==> src/pkg/epvu_pkg.sv <==
// Purpose: Constants and types shared by the event priority vector unit
// Assumes: Rank index 0..27 stands for priorities 1..28
// Notes: Handler offsets are combined with the vector base by OR
package epvu_pkg;

  // ----------------------------------------------------------------
  // Rank indices (priority minus one)
  // ----------------------------------------------------------------
  localparam int unsigned NUM_RANKS = 28;
  localparam logic [4:0] RK_RESET = 5'h00; // Priority 1
  localparam logic [4:0] RK_DBG_STOP = 5'h01; // Priority 2
  localparam logic [4:0] RK_UNRECOV = 5'h02;
  localparam logic [4:0] RK_MULTI_HIT = 5'h03;
  localparam logic [4:0] RK_BUS_DATA = 5'h04;
  localparam logic [4:0] RK_BUS_INSN = 5'h05;
  localparam logic [4:0] RK_NMI = 5'h06;
  localparam logic [4:0] RK_INT3 = 5'h07;
  localparam logic [4:0] RK_INT0 = 5'h0A;
  localparam logic [4:0] RK_BREAK = 5'h0E;
  localparam logic [4:0] RK_FLOAT = 5'h12; // Never raised
  localparam logic [4:0] RK_SCALL = 5'h14;
  localparam logic [4:0] RK_DATA_MOD = 5'h1B; // Never raised

  // ----------------------------------------------------------------
  // Handler addresses and offsets
  // ----------------------------------------------------------------
  localparam logic [31:0] RESET_ADDR = 32'h8000_0000;
  localparam logic [31:0] OFF_UNRECOV = 32'h0000_0000;
  localparam logic [31:0] OFF_MULTI_HIT = 32'h0000_0004;
  localparam logic [31:0] OFF_BUS_DATA = 32'h0000_0008;
  localparam logic [31:0] OFF_BUS_INSN = 32'h0000_000C;
  localparam logic [31:0] OFF_NMI = 32'h0000_0010;
  localparam logic [31:0] OFF_INSN_ADDR = 32'h0000_0014;
  localparam logic [31:0] OFF_IMISS = 32'h0000_0050;
  localparam logic [31:0] OFF_IPROT = 32'h0000_0018;
  localparam logic [31:0] OFF_BREAK = 32'h0000_001C;
  localparam logic [31:0] OFF_ILL_OPC = 32'h0000_0020;
  localparam logic [31:0] OFF_UNIMPL = 32'h0000_0024;
  localparam logic [31:0] OFF_PRIV = 32'h0000_0028;
  localparam logic [31:0] OFF_FLOAT = 32'h0000_002C; // Reserved
  localparam logic [31:0] OFF_COPROC = 32'h0000_0030;
  localparam logic [31:0] OFF_SCALL = 32'h0000_0100;
  localparam logic [31:0] OFF_DADDR_RD = 32'h0000_0034;
  localparam logic [31:0] OFF_DADDR_WR = 32'h0000_0038;
  localparam logic [31:0] OFF_DMISS_RD = 32'h0000_0060;
  localparam logic [31:0] OFF_DMISS_WR = 32'h0000_0070;
  localparam logic [31:0] OFF_DPROT_RD = 32'h0000_003C;
  localparam logic [31:0] OFF_DPROT_WR = 32'h0000_0040;
  localparam logic [31:0] OFF_DATA_MOD = 32'h0000_0044; // Reserved
  localparam logic [31:0] SCALL_STEP = 32'h0000_0002;

  // ----------------------------------------------------------------
  // Mask bit positions and reset value
  // ----------------------------------------------------------------
  localparam int unsigned MB_GM = 0;
  localparam int unsigned MB_I0M = 1; // I1M..I3M follow upward
  localparam int unsigned MB_EM = 5;
  localparam int unsigned MB_DM = 6;
  localparam logic [6:0] MASK_RST = 7'h01;

  // Fixed offset for exception ranks; interrupt ranks never use it
  function automatic logic [31:0] epvu_offset(input logic [4:0] rk);
    logic [31:0] off;
    off = OFF_UNRECOV;
    unique case (rk)
      5'h03: off = OFF_MULTI_HIT;
      5'h04: off = OFF_BUS_DATA;
      5'h05: off = OFF_BUS_INSN;
      5'h06: off = OFF_NMI;
      5'h0B: off = OFF_INSN_ADDR;
      5'h0C: off = OFF_IMISS;
      5'h0D: off = OFF_IPROT;
      5'h0E: off = OFF_BREAK;
      5'h0F: off = OFF_ILL_OPC;
      5'h10: off = OFF_UNIMPL;
      5'h11: off = OFF_PRIV;
      5'h12: off = OFF_FLOAT;
      5'h13: off = OFF_COPROC;
      5'h14: off = OFF_SCALL;
      5'h15: off = OFF_DADDR_RD;
      5'h16: off = OFF_DADDR_WR;
      5'h17: off = OFF_DMISS_RD;
      5'h18: off = OFF_DMISS_WR;
      5'h19: off = OFF_DPROT_RD;
      5'h1A: off = OFF_DPROT_WR;
      5'h1B: off = OFF_DATA_MOD;
      default: off = OFF_UNRECOV;
    endcase
    return off;
  endfunction

  // Controller states
  typedef enum logic [0:0] {EPVU_IDLE, EPVU_BUSY} epvu_state_t;

endpackage

==> src/verilog/epvu_rank_pick.sv <==
// Purpose: Picks the highest priority pending rank of one instruction
// Assumes: Bit 0 of the pending vector is the highest priority
// Notes: Purely combinational, used once per pipeline stage
`timescale 1ns/1ps
`default_nettype none

module epvu_rank_pick
  import epvu_pkg::*;
(
  // Pending events of one instruction
  input wire logic [NUM_RANKS-1:0] pend_in,
  // Result
  output logic hit_out,
  output logic [4:0] rank_out
);

  // ----------------------------------------------------------------
  // Priority scan
  // ----------------------------------------------------------------
  // Scan from lowest priority upward so the best rank is written last
  always_comb begin
    hit_out = 1'b0;
    rank_out = 5'h00;
    for (int i = NUM_RANKS - 1; i >= 0; i--) begin
      if (pend_in[i]) begin
        hit_out = 1'b1;
        rank_out = 5'(i); // [RULE1]
      end
    end
  end

endmodule

`default_nettype wire

==> src/verilog/event_priority_vector_unit.sv <==
// Purpose: Resolves pending core events and forms the handler address
// Assumes: Sources hold events pending until accepted; core pulses done
// Notes: One accepted event at a time, except reset; results come from flip-flops
//
// What this block does
// RULE1: Fixed 28-rank order picks the winning event
// RULE2: Data bus error vectors base+0x08, resume address
// RULE3: Instruction bus error vectors base+0x0C, resume address
// RULE4: Debug stop takes handler from debug unit
// RULE5: Instruction faults save own PC; scall base+0x100
// RULE6: Interrupt handler is base OR 14-bit offset
// RULE7: Accepting sets masks of equal/lower sources
// RULE8: Oldest instruction's events served before younger ones
// RULE9: Floating-point and data-modified slots never raised
`timescale 1ns/1ps
`default_nettype none

module event_priority_vector_unit
  import epvu_pkg::*;
(
  // Clock and reset
  input wire logic clk_sys_in,
  input wire logic rst_b_in,
  // Older instruction: pending events and its address
  input wire logic [NUM_RANKS-1:0] old_pend_in,
  input wire logic [31:0] old_pc_in,
  // Younger instruction: pending events and its address
  input wire logic [NUM_RANKS-1:0] yng_pend_in,
  input wire logic [31:0] yng_pc_in,
  // Pipeline state
  input wire logic [31:0] resume_pc_in,
  input wire logic done_in,
  // Vector sources
  input wire logic [31:0] event_vector_base_in,
  input wire logic [31:0] on_chip_debug_unit_addr_in,
  input wire logic [13:0] autovec_off_in,
  // Status register mask write from the core
  input wire logic mask_wr_in,
  input wire logic [6:0] mask_wr_data_in,
  // Results to the core
  output logic take_out,
  output logic [4:0] rank_out,
  output logic [31:0] handler_addr_out,
  output logic [31:0] ret_addr_out,
  output logic [6:0] mask_out,
  output logic busy_out
);

  // ----------------------------------------------------------------
  // State
  // ----------------------------------------------------------------
  typedef struct packed {
    epvu_state_t st; // Idle or waiting for the core
    logic take; // Acceptance pulse
    logic [4:0] rank; // Accepted rank index
    logic [31:0] handler; // Handler address
    logic [31:0] ret; // Return address
    logic [6:0] mask; // Status mask bits
  } epvu_regs_t;

  epvu_regs_t regs_r; // Registered state
  epvu_regs_t regs_nxt; // Next state

  logic [NUM_RANKS-1:0] old_live; // Older stage after masking
  logic [NUM_RANKS-1:0] yng_live; // Younger stage after masking
  logic old_hit; // Older stage has an event
  logic yng_hit; // Younger stage has an event
  logic [4:0] old_rank; // Best rank of older stage
  logic [4:0] yng_rank; // Best rank of younger stage

  // ----------------------------------------------------------------
  // Masking of pending events
  // ----------------------------------------------------------------
  // Critical events bypass every mask; unused slots are forced low
  function automatic logic [NUM_RANKS-1:0] live_of(
      input logic [NUM_RANKS-1:0] p, input logic [6:0] m);
    logic [NUM_RANKS-1:0] v;
    v = p;
    v[RK_FLOAT] = 1'b0; // [RULE9]
    v[RK_DATA_MOD] = 1'b0; // [RULE9]
    if (m[MB_DM]) begin
      v[RK_DBG_STOP] = 1'b0;
      v[RK_BREAK] = 1'b0;
    end
    // Level n sits at rank index RK_INT0 - n
    for (int n = 0; n < 4; n++) begin
      if (m[MB_GM] || m[MB_I0M + n]) begin
        v[RK_INT0 - 5'(n)] = 1'b0;
      end
    end
    return v;
  endfunction

  assign old_live = live_of(old_pend_in, regs_r.mask);
  assign yng_live = live_of(yng_pend_in, regs_r.mask);

  // ----------------------------------------------------------------
  // Per-stage priority pick
  // ----------------------------------------------------------------
  epvu_rank_pick u_pick_old (
    .pend_in(old_live),
    .hit_out(old_hit),
    .rank_out(old_rank)
  );

  epvu_rank_pick u_pick_yng (
    .pend_in(yng_live),
    .hit_out(yng_hit),
    .rank_out(yng_rank)
  );

  // ----------------------------------------------------------------
  // Next-state logic
  // ----------------------------------------------------------------
  always_comb begin
    logic win; // An event is taken this cycle
    logic [4:0] rk; // Winning rank
    logic [31:0] pc; // Address of the winning instruction
    logic [6:0] setm; // Mask bits set by acceptance
    regs_nxt = regs_r;
    regs_nxt.take = 1'b0;
    win = 1'b0;
    rk = 5'h00;
    pc = 32'h0000_0000;
    setm = 7'h00;
    // Older instruction wins whatever the younger one holds
    if (old_hit) begin
      rk = old_rank; // [RULE8]
      pc = old_pc_in;
    end else begin
      rk = yng_rank; // [RULE8]
      pc = yng_pc_in;
    end
    // Reset is never blocked by a pending handshake
    if (rk == RK_RESET && (old_hit || yng_hit)) begin
      win = 1'b1; // [RULE1]
    end else if (regs_r.st == EPVU_IDLE) begin
      win = old_hit || yng_hit;
    end
    // Masks of equal or lower priority sources
    if (rk == RK_DBG_STOP) begin
      setm[MB_DM] = 1'b1; // [RULE7]
    end else if (rk != RK_RESET) begin
      for (int n = 0; n < 4; n++) begin
        if (RK_INT0 - 5'(n) >= rk) begin
          setm[MB_I0M + n] = 1'b1; // [RULE7]
        end
      end
      setm[MB_EM] = 1'b1; // [RULE7]
      if (rk < RK_INT3 || rk > RK_INT0) begin
        setm[MB_GM] = 1'b1; // [RULE7]
      end
    end
    // Core mask write; acceptance set wins over the write
    if (mask_wr_in) begin
      regs_nxt.mask = mask_wr_data_in;
    end
    if (done_in) begin
      regs_nxt.st = EPVU_IDLE;
    end
    if (win) begin
      regs_nxt.st = EPVU_BUSY;
      regs_nxt.take = 1'b1;
      regs_nxt.rank = rk;
      regs_nxt.mask = regs_nxt.mask | setm; // [RULE7]
      if (rk == RK_RESET) begin
        regs_nxt.mask = MASK_RST;
      end
      // Handler address
      unique case (rk)
        RK_RESET: begin
          regs_nxt.handler = RESET_ADDR;
        end
        RK_DBG_STOP: begin
          regs_nxt.handler = on_chip_debug_unit_addr_in; // [RULE4]
        end
        RK_INT3, 5'h08, 5'h09, RK_INT0: begin
          // OR, not add: base must be aligned by software
          regs_nxt.handler = event_vector_base_in |
            {18'h0_0000, autovec_off_in}; // [RULE6]
        end
        default: begin
          // Bus errors, NMI, faults and supervisor call
          regs_nxt.handler = event_vector_base_in |
            epvu_offset(rk); // [RULE2] [RULE3] [RULE5]
        end
      endcase
      // Return address
      unique case (rk)
        RK_RESET: begin
          regs_nxt.ret = 32'h0000_0000;
        end
        RK_SCALL: begin
          regs_nxt.ret = pc + SCALL_STEP; // [RULE5]
        end
        RK_UNRECOV, RK_MULTI_HIT, 5'h0B, 5'h0C, 5'h0D, 5'h0F, 5'h10,
        5'h11, 5'h13, 5'h15, 5'h16, 5'h17, 5'h18, 5'h19, 5'h1A: begin
          regs_nxt.ret = pc; // [RULE5]
        end
        default: begin
          // Bus errors, debug, NMI, interrupts, breakpoint
          regs_nxt.ret = resume_pc_in; // [RULE2] [RULE3]
        end
      endcase
    end
  end

  // ----------------------------------------------------------------
  // State register
  // ----------------------------------------------------------------
  always_ff @(posedge clk_sys_in) begin
    if (!rst_b_in) begin
      regs_r.st <= EPVU_IDLE;
      regs_r.take <= 1'b0;
      regs_r.rank <= 5'h00;
      regs_r.handler <= 32'h0000_0000;
      regs_r.ret <= 32'h0000_0000;
      regs_r.mask <= MASK_RST;
    end else begin
      regs_r <= regs_nxt;
    end
  end

  // ----------------------------------------------------------------
  // Outputs
  // ----------------------------------------------------------------
  assign take_out = regs_r.take;
  assign rank_out = regs_r.rank;
  assign handler_addr_out = regs_r.handler;
  assign ret_addr_out = regs_r.ret;
  assign mask_out = regs_r.mask;
  assign busy_out = (regs_r.st == EPVU_BUSY);

endmodule

`default_nettype wire

==> config.mk <==
export PLATFORM = sky130hd
export DESIGN_NAME = event_priority_vector_unit
export DESIGN_NICKNAME = d
export VERILOG_FILES = /design/src/pkg/epvu_pkg.sv /design/src/verilog/epvu_rank_pick.sv /design/src/verilog/event_priority_vector_unit.sv
export SDC_FILE = /design/constraint.sdc
export NUM_CORES = 1
export LEC_CHECK = 0
export BUFFER_PORTS_ARGS = -buffer_cell sky130_fd_sc_hd__buf_2
export CAP_MARGIN = 25
export CORE_UTILIZATION = 43
export CTS_CLUSTER_SIZE = 28
export DETAILED_ROUTE_END_ITERATION = 7
export GPL_TIMING_DRIVEN = 0
export MAX_ROUTING_LAYER = met4
export PLACE_DENSITY = 0.8
export SETUP_SLACK_MARGIN = 0.05
export SLEW_MARGIN = 20
export SYNTH_ARGS = -nofsm -noshare
export SYNTH_HDL_FRONTEND = slang
export SYNTH_SLANG_ARGS = --single-unit
==> constraint.sdc <==
create_clock -name clk_sys_in -period 7.2 [get_ports clk_sys_in]
set_input_delay 1.44 -clock clk_sys_in [delete_from_list [all_inputs] [get_ports clk_sys_in]]
set_output_delay 1.44 -clock clk_sys_in [all_outputs]
set_load 0.03 [all_outputs]
==> impl_metrics.toml <==
[die]
die_area_um2 = 15840
pin_count = 319
start_util = 0.4472
die_w_um = 125.9
die_y_um = 125.9
core_um2 = 14750
core.rowCount = 44

[pwr]
peakVddDrop_mv = 0.1625
power.leakage_nw = 3.940
power.total_mw = 1.585
p_per_area_nw_per_um2 = 181.6

[sta]
worst_pin_slew_ns = 0.8661
setup_viol_count_final = 0
drv_slew = 0
relSlewSlack = 0.4226
hold_viol = 0
grt_setup_unrepaired = "no"
fin_skew_ns = 0.006329
tns_ns = 0
fmax_ghz = 0.1554
min_period_over_period = 0.8935
setup_slack_ns = 0.7665
min_period_ns = 6.433

[flow_run]
maxCapViolCount = 0

[synth]
syn_area_um2 = 6598
synth_ff_type = "dfxtp_1"
yosysUniqueCellTypes = 90
postSynthAreaPerCell_um2 = 7.707
ys_top_cells_by_area = "dfxtp_1, a21oi_1, mux2i_1"
seq_area_frac_synth = 0.2367
ys_ff_latch = 78
syn-instance-count = 856
ys_async_sr_fraction = 0
yosys_warnings = 0
syn_nets = 1103
yosysTopAreaCellShare = 0.2367
synth-edff-count = 0
synth_top_cell_by_area = "dfxtp_1"

[clock_tree]
clock-root-buffer = "clkbuf_16"
htreeDepth = 3
cts_buffer_depth = 2
cts_sinks = 78
cts_tree = "yes"
clk_pin_slew_worst_paths_ns = 0.07
cts-resized-gates = 0
ctsHoldBuffers = 0
cts_setup_buffers = 0
numCtsBuffers = 9
insertion_delay_ns = 0.35

[setup_path]
path_max_fanout = 10
slowest_stage = "or4_4"
crit_chain = "buf_2 > or4_4 > nor3_4 > nand3_1 > nor2_1 > buf_2 > buf_1 > clkbuf_1 > nand2_1 > nand2_1 > ha_1 > and3_1 > nand3b_1 > a21oi_1 > o22ai_1 > nor3_1 > or3b_1 > a211o_1 > nand3_1"
startpoint_type = "input pin"
worstPathRequired_ns = 7.48
cp.arrival_ns = 6.72
end_kind = "flop"
critical_path_class = "in -> reg"
cp_slowest_stage_delay_ns = 0.57

[final_layout]
syn2layout_area_growth_pct = 32.33
final_nets = 1427
nFillCells = 1435
utilization = 0.5918
final_cell_mix = "buf_2, a21oi_1, dfxtp_1"
drive_above_1_share = 0.3426
final_common_cell = "buf_2"

[routing]
viasPerCell = 6.212
drtIter0Drc = 927
routedWlPerCell_um = 20.50
ant_nets = 0
drt_wl_total_um = 28100
dr.pass1.iters = 6
route.vias.total = 8517
drc_errors = 0

[grt]
grt_pass1_wl_um = 42640
grt_use_total = 0.3561
grt_pass1_vias = 7827
antenna_found_initial = 2
overflow = 0
grt_max_degree = 15

[placed_design]
gp_congestion = 1.015
dpl_worst_slack_ns = 0.5975
dp.final_hpwl_um = 22260
port_buffers = 313

[run_status]
outcome = "finished clean"

[min_path]
hold_path.class = "reg -> reg"
path summary, 6_finish.rpt:
check | cells past startpoint | slack [ns] | to | startpoint
worst max-delay path | 19 | 0.77 | ret_addr_out[31] | old_pend_in[23]
worst min-delay path | 2 | 0.46 | rank_out[4] | rank_out[4]
worst max register to register | 19 | 1.51 | ret_addr_out[31] | mask_out[0]
worst min register to register | 2 | 0.46 | rank_out[4] | rank_out[4]
area by class of cell:
cell class / count / area (um^2) / area share
multi-input cells: 704 / 4651 / 0.5327
repair buffers: 313 / 1567 / 0.1794
flip-flops and latches: 78 / 1562 / 0.1788
plain buffers: 63 / 344.1 / 0.03941
clock buffers: 10 / 239.0 / 0.02737
well taps: 184 / 230.2 / 0.02637
clock inverters: 6 / 92.59 / 0.01060
inverters: 11 / 41.29 / 0.004729
diodes: 2 / 5.005 / 0.0005732
worst max-delay path, delay by kind of cell:
kind / cells / cell delay, ns
simple gates: 11 / 2.87
compound gates: 3 / 0.69
buf+inv: 4 / 1.40
fa+ha+maj: 1 / 0.31
stage by stage:
stage	hold WS, ns	std cells	cell area [um^2]
floorplan	0.5850	856	6598
global placement	0.4447	1353	8394
detailed placement	0.4550	1353	8394
CTS	0.4642	1369	8726
global route	0.4920	1371	8731
finish	0.4604	1371	8731
registers in the layout, summed over array words and instances (netlist names):
| name | cells |
|---|---|
| take_out | 1 |
| rank_out | 5 |
| ret_addr_out | 32 |
| mask_out | 7 |
| busy_out | 1 |
| handler_addr_out | 32 |
logic make-up after synthesis:
logic type,share of synthesized area
xor gates and xnor gates,0.03319
DFF,0.2367
and+or+nand+nor,0.2972
buffers and inverters,0.05841
AOI/OAI and AO/OA,0.3086
muxes,0.05462
adders and majority gates,0.01138
per-layer routing:
| metal | vias up | global-route usage | routed length, um |
|---|---|---|---|
| li1 | 3918 | - | - |
| met3 | 78 | 0.05862 | 2570 |
| met5 | - | - | 0 |
| met2 | 536 | 0.5843 | 13190 |
| met1 | 3985 | 0.4339 | 11320 |
| met4 | 0 | 0.1474 | 1021 |
synthesized netlist by cell type (all sizes together) (7+ instances only):
cell	count
clkbuf	32
nand3	45
inv	11
nand3b	7
and2	10
a211oi	14
and3	22
nor2b	10
o221ai	13
nor4	10
a221oi	21
o21ai	64
nor2	65
or3	8
nand4	19
xor2	13
a222oi	8
a21oi	84
buf	31
nand2b	14
nor3	25
mux2i	36
a31oi	13
nand2	76
dfxtp	78
nor3b	24
xnor2	12
report_power, final:
| group | total [mW] | internal, mW | switching, mW |
|---|---|---|---|
| Sequential | 0.508 | 0.481 | 0.0267 |
| Clock | 0.517 | 0.315 | 0.201 |
| Combinational | 0.561 | 0.199 | 0.361 |
(Power assumes the default switching activity.)
